`config.mk`:
```
export PLATFORM = sky130hd
export DESIGN_NAME = crf_core_regs
export DESIGN_NICKNAME = d
export VERILOG_FILES = /design/src/design/crf_pkg.sv /design/src/design/crf_wreg_ram.sv /design/src/design/crf_core_regs.sv
export SDC_FILE = /design/constraint.sdc
export NUM_CORES = 1
export LEC_CHECK = 0
export BUFFER_PORTS_ARGS = -buffer_cell sky130_fd_sc_hd__buf_4
export CAP_MARGIN = 20
export CORE_ASPECT_RATIO = 1.25
export CORE_MARGIN = 1
export CORE_UTILIZATION = 25
export CTS_BUF_LIST = sky130_fd_sc_hd__clkbuf_2 sky130_fd_sc_hd__clkbuf_4 sky130_fd_sc_hd__clkbuf_8
export DETAILED_ROUTE_END_ITERATION = 8
export SETUP_SLACK_MARGIN = 0.5
export SYNTH_ARGS = -nofsm -noshare
export SYNTH_HDL_FRONTEND = slang
export SYNTH_SLANG_ARGS = --single-unit
```
`constraint.sdc`:
```
create_clock -name clk -period 14.9 [get_ports clk]
set_clock_uncertainty 0.05 [all_clocks]
set_input_delay 0 -clock clk [delete_from_list [all_inputs] [get_ports clk]]
set_output_delay 0 -clock clk [all_outputs]
set_load 0.05 [all_outputs]
```
`src/design/crf_pkg.sv`:
```
// package for the core register file: special function addresses,
// reset values, status word layout and the request structs.
// assumes one processor clock; all requests come from logic on that clock.
`default_nettype none

package crf_pkg;

  // ==========================================================================
  // special function addresses (direct addressing only)
  localparam logic [7:0] SFR_BASE = 8'h80;
  localparam logic [7:0] ADDR_SP = 8'h81;
  localparam logic [7:0] ADDR_DPL = 8'h82;
  localparam logic [7:0] ADDR_DPH = 8'h83;
  localparam logic [7:0] ADDR_SECONDARY_POINTER_CONTROL = 8'h85;
  localparam logic [7:0] ADDR_POINTER_MODE_SELECT = 8'h86;
  localparam logic [7:0] ADDR_PSW = 8'hD0;
  localparam logic [7:0] ADDR_ACC = 8'hE0;
  localparam logic [7:0] ADDR_B = 8'hF0;

  // ==========================================================================
  // working register banks
  localparam logic [7:0] WREG_TOP = 8'h20;
  localparam int WREG_COUNT = 32;

  // ==========================================================================
  // reset values
  localparam logic [7:0] SP_RESET = 8'h07;
  localparam logic [15:0] PC_RESET = 16'h0000;
  localparam logic [15:0] DATA_POINTER_RESET = 16'h0000;
  localparam logic [7:0] BYTE_RESET = 8'h00;

  // ==========================================================================
  // status word bit positions
  localparam int PSW_CY = 7;
  localparam int PSW_AC = 6;
  localparam int PSW_F0 = 5;
  localparam int PSW_RS1 = 4;
  localparam int PSW_RS0 = 3;
  localparam int PSW_OV = 2;
  localparam int PSW_P = 0;

  // ==========================================================================
  // pointer control fields
  localparam int SECONDARY_POINTER_CONTROL_AT = 6;
  localparam logic [7:0] SECONDARY_POINTER_CONTROL_MASK = 8'h47;
  localparam logic [7:0] POINTER_MODE_SELECT_MASK = 8'h0F;
  localparam logic [1:0] MODE_INC = 2'h1;
  localparam logic [1:0] MODE_DEC = 2'h2;

  // ==========================================================================
  // request carriers
  typedef struct packed {
    logic valid;
    logic write;
    logic [7:0] addr;
    logic [7:0] wdata;
  } crf_mem_req_t;

  typedef struct packed {
    logic valid;
    logic write;
    logic [7:0] addr;
    logic value;
  } crf_bit_req_t;

  typedef struct packed {
    logic acc_we;
    logic [7:0] acc;
    logic b_we;
    logic [7:0] b;
    logic cy_we;
    logic cy;
    logic ac_we;
    logic ac;
    logic ov_we;
    logic ov;
    logic clr_ov;
  } crf_alu_upd_t;

endpackage

`default_nettype wire

```
`src/design/crf_wreg_ram.sv`:
```
// storage for the four banks of eight working registers, in flip-flops.
// port a (bank/number access) wins over port b (memory access) on the
// same entry in the same cycle.
`default_nettype none

module crf_wreg_ram (
  input wire logic clk, // processor clock
  input wire logic rst_b, // synchronised reset, active low
  input wire logic a_we, // port a write
  input wire logic [4:0] a_idx, // port a entry
  input wire logic [7:0] a_wdata, // port a write data
  output logic [7:0] a_rdata, // port a read data
  input wire logic b_we, // port b write
  input wire logic [4:0] b_idx, // port b entry
  input wire logic [7:0] b_wdata, // port b write data
  output logic [7:0] b_rdata // port b read data
);

  logic [7:0] mem_q [crf_pkg::WREG_COUNT];

  // ==========================================================================
  // one flip-flop byte per entry
  for (genvar i = 0; i < crf_pkg::WREG_COUNT; i++) begin : g_ent
    always_ff @(posedge clk or negedge rst_b) begin
      if (!rst_b) begin
        mem_q[i] <= crf_pkg::BYTE_RESET;
      end else if (a_we && a_idx == 5'(i)) begin
        mem_q[i] <= a_wdata;
      end else if (b_we && b_idx == 5'(i)) begin
        mem_q[i] <= b_wdata;
      end
    end
  end

  assign a_rdata = mem_q[a_idx];
  assign b_rdata = mem_q[b_idx];

endmodule

`default_nettype wire

```
`src/design/crf_core_regs.sv`:
```
// core register set: data pointers, instruction pointer, operand and
// helper registers, stack pointer, status word and working register banks.
// assumes the execution unit drives all requests on clk and keeps push and
// pop apart in time.
`default_nettype none

module crf_core_regs (
  input wire logic clk, // processor clock, 50 MHz
  input wire logic rst_b, // asynchronous reset, active low
  input wire crf_pkg::crf_mem_req_t dir_req, // direct byte access
  output logic [7:0] dir_rdata, // direct read data, one cycle later
  output logic dir_hit, // direct access reached this block
  input wire crf_pkg::crf_mem_req_t ind_req, // indirect byte access
  output logic [7:0] ind_rdata, // indirect read data, one cycle later
  output logic ind_hit, // indirect access reached the banks
  input wire crf_pkg::crf_bit_req_t bit_req, // bit access
  output logic bit_rdata, // bit read data, one cycle later
  output logic bit_hit, // bit access reached this block
  input wire crf_pkg::crf_alu_upd_t alu_upd, // result and flag updates
  input wire logic [2:0] rn_sel, // working register number
  input wire logic rn_we, // working register write
  input wire logic [7:0] rn_wdata, // working register write data
  output logic [7:0] rn_rdata, // working register read data
  input wire logic pc_load, // load instruction pointer
  input wire logic [15:0] pc_value, // value to load
  input wire logic pc_inc, // step instruction pointer
  output logic [15:0] pc, // instruction pointer
  input wire logic sp_push, // push: pointer steps up first
  input wire logic sp_pop, // pop: pointer steps down after
  output logic [7:0] stack_addr, // byte address for this push or pop
  input wire logic data_pointer_use, // active pointer used for an access
  output logic [15:0] data_pointer, // active data pointer
  output logic [7:0] acc, // main operand register
  output logic [7:0] b_reg, // helper register
  output logic [15:0] muldiv_pair, // helper:operand pair for mul/div
  output logic [7:0] status_word_flags // status word with live parity
);

  // ==========================================================================
  // reset release
  logic rst_meta_q, rst_sync_b;
  always_ff @(posedge clk or negedge rst_b) begin
    if (!rst_b) begin
      rst_meta_q <= 1'b0;
      rst_sync_b <= 1'b0;
    end else begin
      rst_meta_q <= 1'b1;
      rst_sync_b <= rst_meta_q;
    end
  end

  // ==========================================================================
  // architectural state
  logic [15:0] pc_q, dp_q [2];
  logic [7:0] acc_q, acc_d, b_q, b_d, psw_q, psw_d, sp_q, sp_d, secondary_pointer_control_q, pointer_mode_select_q;
  logic act;
  logic parity;
  logic [7:0] psw_rd;

  assign act = secondary_pointer_control_q[0];
  assign parity = ^acc_q;
  // bit 0 is never stored: it always reflects the operand register
  assign psw_rd = {psw_q[7:1], parity};

  // ==========================================================================
  // special register read decode
  function automatic logic [8:0] sfr_read(input logic [7:0] a);
    logic [8:0] r;
    r = {1'b1, 8'h00};
    unique case (a)
      crf_pkg::ADDR_SP: r[7:0] = sp_q;
      crf_pkg::ADDR_DPL: r[7:0] = dp_q[act][7:0];
      crf_pkg::ADDR_DPH: r[7:0] = dp_q[act][15:8];
      crf_pkg::ADDR_SECONDARY_POINTER_CONTROL: r[7:0] = secondary_pointer_control_q;
      crf_pkg::ADDR_POINTER_MODE_SELECT: r[7:0] = pointer_mode_select_q;
      crf_pkg::ADDR_PSW: r[7:0] = psw_rd;
      crf_pkg::ADDR_ACC: r[7:0] = acc_q;
      crf_pkg::ADDR_B: r[7:0] = b_q;
      default: r = 9'h000; // unoccupied: not ours, reads as zero
    endcase
    return r;
  endfunction

  // ==========================================================================
  // access decode
  wire dir_sfr = dir_req.valid && dir_req.addr[7];
  wire dir_ram = dir_req.valid && dir_req.addr < crf_pkg::WREG_TOP;
  logic [8:0] dir_sfr_rd, bit_sfr_rd;
  // indirect never reaches the special space, and yields to a direct bank access
  wire ind_ram = ind_req.valid && ind_req.addr < crf_pkg::WREG_TOP && !dir_ram;
  wire [7:0] bit_byte = {bit_req.addr[7:3], 3'b000};
  wire bit_bank = bit_byte == crf_pkg::ADDR_PSW || bit_byte == crf_pkg::ADDR_ACC ||
                  bit_byte == crf_pkg::ADDR_B;
  wire bit_ok = bit_req.valid && bit_req.addr[7] && bit_bank;
  always_comb begin // a process, so register state read inside the function wakes it
    dir_sfr_rd = sfr_read(dir_req.addr);
    bit_sfr_rd = sfr_read(bit_byte);
  end
  wire [7:0] bit_cur = bit_sfr_rd[7:0];
  wire [7:0] bit_mask = 8'h01 << bit_req.addr[2:0];
  wire [7:0] bit_new = bit_req.value ? (bit_cur | bit_mask) : (bit_cur & ~bit_mask);
  // one special write per cycle: a byte write beats a bit write
  wire dir_sfr_we = dir_sfr && dir_req.write && dir_sfr_rd[8];
  wire sfr_we = dir_sfr_we || (bit_ok && bit_req.write);
  wire [7:0] sfr_wa = dir_sfr_we ? dir_req.addr : bit_byte;
  wire [7:0] sfr_wd = dir_sfr_we ? dir_req.wdata : bit_new;
  wire we_sp = sfr_we && sfr_wa == crf_pkg::ADDR_SP;
  wire we_dpl = sfr_we && sfr_wa == crf_pkg::ADDR_DPL;
  wire we_dph = sfr_we && sfr_wa == crf_pkg::ADDR_DPH;
  wire we_secondary_pointer_control = sfr_we && sfr_wa == crf_pkg::ADDR_SECONDARY_POINTER_CONTROL;
  wire we_pointer_mode_select = sfr_we && sfr_wa == crf_pkg::ADDR_POINTER_MODE_SELECT;
  wire we_psw = sfr_we && sfr_wa == crf_pkg::ADDR_PSW;
  wire we_acc = sfr_we && sfr_wa == crf_pkg::ADDR_ACC;
  wire we_b = sfr_we && sfr_wa == crf_pkg::ADDR_B;

  // ==========================================================================
  // working register banks
  wire [1:0] bank = {psw_q[crf_pkg::PSW_RS1], psw_q[crf_pkg::PSW_RS0]};
  wire [4:0] rn_idx = {bank, rn_sel};
  wire [4:0] mem_idx = dir_ram ? dir_req.addr[4:0] : ind_req.addr[4:0];
  wire mem_we = (dir_ram && dir_req.write) || (ind_ram && ind_req.write);
  wire [7:0] mem_wd = dir_ram ? dir_req.wdata : ind_req.wdata;
  logic [7:0] mem_rd;

  crf_wreg_ram u_wreg (
    .clk(clk),
    .rst_b(rst_sync_b),
    .a_we(rn_we),
    .a_idx(rn_idx),
    .a_wdata(rn_wdata),
    .a_rdata(rn_rdata),
    .b_we(mem_we),
    .b_idx(mem_idx),
    .b_wdata(mem_wd),
    .b_rdata(mem_rd)
  );

  // ==========================================================================
  // status word, operand and helper next values
  always_comb begin
    psw_d = psw_q;
    if (we_psw) psw_d = sfr_wd & ~(8'h01 << crf_pkg::PSW_P); // user flag only here
    if (alu_upd.clr_ov) psw_d[crf_pkg::PSW_OV] = 1'b0;
    if (alu_upd.ov_we) psw_d[crf_pkg::PSW_OV] = alu_upd.ov;
    if (alu_upd.cy_we) psw_d[crf_pkg::PSW_CY] = alu_upd.cy;
    if (alu_upd.ac_we) psw_d[crf_pkg::PSW_AC] = alu_upd.ac;
  end

  assign acc_d = alu_upd.acc_we ? alu_upd.acc : (we_acc ? sfr_wd : acc_q);
  assign b_d = alu_upd.b_we ? alu_upd.b : (we_b ? sfr_wd : b_q);
  assign sp_d = sp_push ? sp_q + 8'h01 : (sp_pop ? sp_q - 8'h01 : (we_sp ? sfr_wd : sp_q));

  always_ff @(posedge clk or negedge rst_sync_b) begin
    if (!rst_sync_b) begin
      psw_q <= crf_pkg::BYTE_RESET; // bank zero active
      acc_q <= crf_pkg::BYTE_RESET;
      b_q <= crf_pkg::BYTE_RESET;
      sp_q <= crf_pkg::SP_RESET;
    end else begin
      psw_q <= psw_d;
      acc_q <= acc_d;
      b_q <= b_d;
      sp_q <= sp_d;
    end
  end

  // ==========================================================================
  // instruction pointer and pointer control
  always_ff @(posedge clk or negedge rst_sync_b) begin
    if (!rst_sync_b) begin
      pc_q <= crf_pkg::PC_RESET;
      secondary_pointer_control_q <= crf_pkg::BYTE_RESET;
      pointer_mode_select_q <= crf_pkg::BYTE_RESET;
    end else begin
      pc_q <= pc_load ? pc_value : (pc_inc ? pc_q + 16'h0001 : pc_q);
      if (we_secondary_pointer_control) begin
        secondary_pointer_control_q <= sfr_wd & crf_pkg::SECONDARY_POINTER_CONTROL_MASK;
      end else if (data_pointer_use && secondary_pointer_control_q[crf_pkg::SECONDARY_POINTER_CONTROL_AT]) begin
        secondary_pointer_control_q[0] <= ~secondary_pointer_control_q[0]; // auto toggle swaps source and target
      end
      if (we_pointer_mode_select) begin
        pointer_mode_select_q <= sfr_wd & crf_pkg::POINTER_MODE_SELECT_MASK;
      end
    end
  end

  // ==========================================================================
  // two data pointers; software byte writes win over an automatic step
  for (genvar g = 0; g < 2; g++) begin : g_dp
    wire sel = act == 1'(g);
    wire [1:0] mode = pointer_mode_select_q[2*g +: 2];
    wire [15:0] step = mode == crf_pkg::MODE_INC ? dp_q[g] + 16'h0001 :
                       mode == crf_pkg::MODE_DEC ? dp_q[g] - 16'h0001 : dp_q[g];
    always_ff @(posedge clk or negedge rst_sync_b) begin
      if (!rst_sync_b) begin
        dp_q[g] <= crf_pkg::DATA_POINTER_RESET;
      end else if (sel && (we_dpl || we_dph)) begin
        if (we_dpl) begin
          dp_q[g][7:0] <= sfr_wd;
        end
        if (we_dph) begin
          dp_q[g][15:8] <= sfr_wd;
        end
      end else if (sel && data_pointer_use) begin
        dp_q[g] <= step;
      end
    end
  end

  // ==========================================================================
  // registered answers
  logic [7:0] dir_rdata_q, ind_rdata_q;
  logic dir_hit_q, ind_hit_q, bit_rdata_q, bit_hit_q;
  always_ff @(posedge clk or negedge rst_sync_b) begin
    if (!rst_sync_b) begin
      dir_rdata_q <= crf_pkg::BYTE_RESET;
      ind_rdata_q <= crf_pkg::BYTE_RESET;
      dir_hit_q <= 1'b0;
      ind_hit_q <= 1'b0;
      bit_rdata_q <= 1'b0;
      bit_hit_q <= 1'b0;
    end else begin
      dir_rdata_q <= dir_ram ? mem_rd : dir_sfr_rd[7:0];
      dir_hit_q <= dir_ram || (dir_sfr && dir_sfr_rd[8]);
      ind_rdata_q <= ind_ram ? mem_rd : crf_pkg::BYTE_RESET;
      ind_hit_q <= ind_ram;
      bit_rdata_q <= bit_ok && bit_cur[bit_req.addr[2:0]];
      bit_hit_q <= bit_ok;
    end
  end

  assign dir_rdata = dir_rdata_q;
  assign dir_hit = dir_hit_q;
  assign ind_rdata = ind_rdata_q;
  assign ind_hit = ind_hit_q;
  assign bit_rdata = bit_rdata_q;
  assign bit_hit = bit_hit_q;
  assign pc = pc_q;
  assign stack_addr = sp_push ? sp_q + 8'h01 : sp_q;
  assign data_pointer = dp_q[act]; // base for jumps, lookups, external data
  assign acc = acc_q;
  assign b_reg = b_q;
  assign muldiv_pair = {b_q, acc_q};
  assign status_word_flags = psw_rd;

  // ==========================================================================
  // checks
  logic pc_moved_q, sp_moved_q;
  always_ff @(posedge clk or negedge rst_sync_b) begin
    if (!rst_sync_b) begin
      pc_moved_q <= 1'b0;
      sp_moved_q <= 1'b0;
    end else begin
      pc_moved_q <= pc_moved_q || pc_load || pc_inc;
      sp_moved_q <= sp_moved_q || sp_push || sp_pop || we_sp;
    end
  end

  property p_dpl_write;
    @(posedge clk) disable iff (!rst_sync_b)
    (we_dpl && !we_dph) |=> data_pointer[7:0] == $past(sfr_wd) || act != $past(act);
  endproperty
  a_dpl_write: assert property (p_dpl_write) else $error("low pointer byte not written");
  property p_pc_reset;
    @(posedge clk) disable iff (!rst_sync_b)
    !pc_moved_q |-> pc == 16'h0000;
  endproperty
  a_pc_reset: assert property (p_pc_reset) else $error("pointer left zero unasked");
  property p_acc_result;
    @(posedge clk) disable iff (!rst_sync_b)
    alu_upd.acc_we |=> acc == $past(alu_upd.acc) && muldiv_pair[7:0] == acc;
  endproperty
  a_acc_result: assert property (p_acc_result) else $error("operand result lost");
  property p_bank_map;
    @(posedge clk) disable iff (!rst_sync_b)
    (rn_we ##1 (rn_sel == $past(rn_sel) && bank == $past(bank))) |-> rn_rdata == $past(rn_wdata);
  endproperty
  a_bank_map: assert property (p_bank_map) else $error("working register write lost");
  property p_sp_reset;
    @(posedge clk) disable iff (!rst_sync_b)
    !sp_moved_q |-> sp_q == 8'h07 && stack_addr <= 8'h08;
  endproperty
  a_sp_reset: assert property (p_sp_reset) else $error("stack pointer reset wrong");
  property p_carry;
    @(posedge clk) disable iff (!rst_sync_b)
    alu_upd.cy_we |=> status_word_flags[7] == $past(alu_upd.cy);
  endproperty
  a_carry: assert property (p_carry) else $error("carry flag not updated");
  property p_user_flag;
    @(posedge clk) disable iff (!rst_sync_b)
    !we_psw |=> $stable(status_word_flags[5]);
  endproperty
  a_user_flag: assert property (p_user_flag) else $error("user flag moved by hardware");
  property p_wrap;
    @(posedge clk) disable iff (!rst_sync_b)
    (alu_upd.clr_ov && !alu_upd.ov_we) |=> !status_word_flags[2];
  endproperty
  a_wrap: assert property (p_wrap) else $error("wrap flag not cleared");
  property p_parity;
    @(posedge clk) disable iff (!rst_sync_b)
    alu_upd.acc_we |=> status_word_flags[0] == ^$past(alu_upd.acc);
  endproperty
  a_parity: assert property (p_parity) else $error("parity does not track operand");
  property p_indirect;
    @(posedge clk) disable iff (!rst_sync_b)
    (ind_req.valid && ind_req.addr[7]) |=> !ind_hit && ind_rdata == 8'h00;
  endproperty
  a_indirect: assert property (p_indirect) else $error("indirect reached special space");
  property p_push;
    @(posedge clk) disable iff (!rst_sync_b)
    sp_push |-> stack_addr == sp_q + 8'h01 ##1 sp_q == $past(stack_addr);
  endproperty
  a_push: assert property (p_push) else $error("push did not pre-increment");

endmodule

`default_nettype wire

```
==> out/results.ini <==
[global_routing]
grt_first_pass_wirelength_um=143000
grt_use_total=0.192
grt_max_degree=169
overflow=0
grt_pass1_vias=22100
antenna_found_initial=3

[worst_setup_path]
cp_slowest_cell=or4_1
crit_fanout=19
r2r_start=pointer_mode_select_q[2]
worstPathArrival_ns=4.97
cp-start-kind=input port
worstPathCellList=dlygate4sd3_1, buf_4, or4b_1, or4_1, a21oi_4, nor3_2, a31oi_4, mux2i_1, o31ai_2, dlygate4sd3_1, dlygate4sd3_1
crit_top_cell=dlygate4sd3_1
cp.required_ns=15.41
path_class=in2reg
r2r_setup_slack_ns=11.15
crit_path_start=dir_req[12]
worstReg2RegEnd=dp_q[14]
crit_end=psw_q[2]
slowest_delay_ns=0.77
reg2reg_depth=10
worst_setup_path_end_kind=register

[detailed_routing]
dr.pass1.iters=6
wl_per_cell_um=22.2
wl_um=95900
antenna_left=0
drcViolationCount=0
drtIter0Drc=2561
viasPerCell=5.32
vias=22900

[min_path]
hold_path_class=in2reg

[sta]
layout_min_cycle_time_ns=4.46
setup_tns_ns=0
fin_crit_sh=0.300
hold_violations=0
fmax_mhz=224
finalSetupViolCount=0
slew_violations=0
maxSlewHeadroom=0.243
holdWs_ns=0.0440
rsz0062_at_grt=no
tightest_slew_ns=1.13

[final_layout]
layout.area.seq_um2=9140
multiInputGateArea_um2=14200
nets=3112
largest_register_ffs=256
fillCellCount=9906
area_growth_pct=23.2
drive_gt1_frac=0.203
top_register=u_wreg.mem_q
finalInstanceArea_um2=29900

[synth]
synth_top_area_share=0.373
synth-seq-area-share=0.377
avgSynthCellArea_um2=8.88
syn_inst=2733
synth_edf_count=0
synthTopCellsByArea=dfrtp_1 (37%), mux4_2 (13%), o21ai_0 (11%)
synth_cell_types=89
synth.most_common_cell=nand2_1
ys_seq_elements=365
synth_top_area_cell=dfrtp_1
synth_common_cells=nand2_1 (618), o21ai_0 (548), dfrtp_1 (362)
synth.net_count=2874
yosys_warnings=0
synth_area_um2=24300
postSynth.asyncResetShare=1.00
synth_top_flop_cell=dfrtp_1

[floorplanning]
die_area_um2=98300
die_w_um=281
coreArea_um2=96000
pin_count=215
rows=127
start_util=0.253
die_y_um=350

[power_and_ir_drop]
power_leakage_nw=11.9
irDropWorstVdd_mv=0.0501
powerDensity_nw_per_um2=113

[run]
maxCapViolations=0

[clocking]
cts_sinks=365
cts.clk_slew.worst_paths_ns=0.06
numCtsBuffers=67
cts_tree=built
cts_root_buf=clkbuf_8
htreeDepth=3
clock_path_buffers=3
clkLatencyLatePin_ns=0.68

[place]
hpwl_um=65200
routabilityCongestion=0.942
port_buffers=214
placed_area_um2=26800

[outcome]
status=finished, final reports clean

[worst min path at each step]
stage / from / to / slack (ns) / depth (start not counted)
after detailed placement: rst_b / rst_meta_q / -0.25 / 1
after CTS: dir_req[14] / dir_hit / 0.004 / 4
after global routing: dir_req[14] / dir_hit / 0.07 / 4
after floorplan: rst_b / rst_meta_q / -0.35 / 0
final: dir_req[14] / dir_hit / 0.04 / 4
after global placement: rst_b / rst_meta_q / -0.25 / 1
[placed cells by master (no fill, tap or decap), drive strengths merged, types with 44 or more instances in the layout]
cell           n
dlygate4sd3  153
buf          244
nand2        618
mux2i         46
clkbuf       106
o21ai        554
a22oi         44
mux2          63
dfrtp        362
a21oi         79
nor2         174
mux4         145
[routing by layer]
layer	GRT usage	wire length [um]
met4	0.117	6080
met3	0.0326	8230
met2	0.320	46100
met1	0.231	35500
met5	0	13
[cells by family after synthesis]
group | after synthesis | synth area share
compound gates | 798 | 0.189
xor+xnor | 56 | 0.0202
fa+ha+maj | 34 | 0.0181
buf+inv | 256 | 0.0449
flops | 365 | 0.377
mux | 254 | 0.183
other cells | 1 | 0.000155
simple gates | 969 | 0.168
[through the flow]
| step | util | power [mW] | setup slack [ns] | std cells |
|---|---|---|---|---|
| after CTS | 0.310 | 3.39 | 10.57 | 4303 |
| after detailed placement | 0.279 | 2.28 | 10.88 | 4031 |
| final | 0.311 | 3.38 | 10.44 | 4315 |
| after global placement | 0.279 | 2.27 | 10.90 | 4030 |
| after global routing | 0.311 | 3.52 | 10.33 | 4315 |
| after floorplan | - | 1.94 | 3.93 | 2733 |
[power breakdown]
| group | switching [mW] | internal, mW | leakage (nW) | total [mW] |
|---|---|---|---|---|
| Sequential | 0.161 | 1.13 | 4.82 | 1.29 |
| Clock | 0.471 | 0.585 | 0.750 | 1.06 |
| Combinational | 0.612 | 0.428 | 6.28 | 1.04 |
[worst max-delay path: cells and delay by family]
family / cells / cell delay, ns
AOI/OAI and AO/OA: 3 / 1.17
buffers and inverters: 4 / 1.88
muxes: 1 / 0.29
and+or+nand+nor: 3 / 1.62
[layout make-up]
class | count | area share
antenna | 3 | 0.000251
clock buffer | 105 | 0.0429
clock inverter | 15 | 0.00498
inverter | 27 | 0.00339
multi-input combinational | 2112 | 0.474
sequential | 365 | 0.306
tap | 1290 | 0.0540
timing repair buffer | 398 | 0.115
[what timing repair did]
item,in CTS,in global routing
hold buffers,152,1
resized for setup,0,0
setup buffers,0,0
endpoints found under the hold margin,346,1
Power figures use the tool's default switching activity.
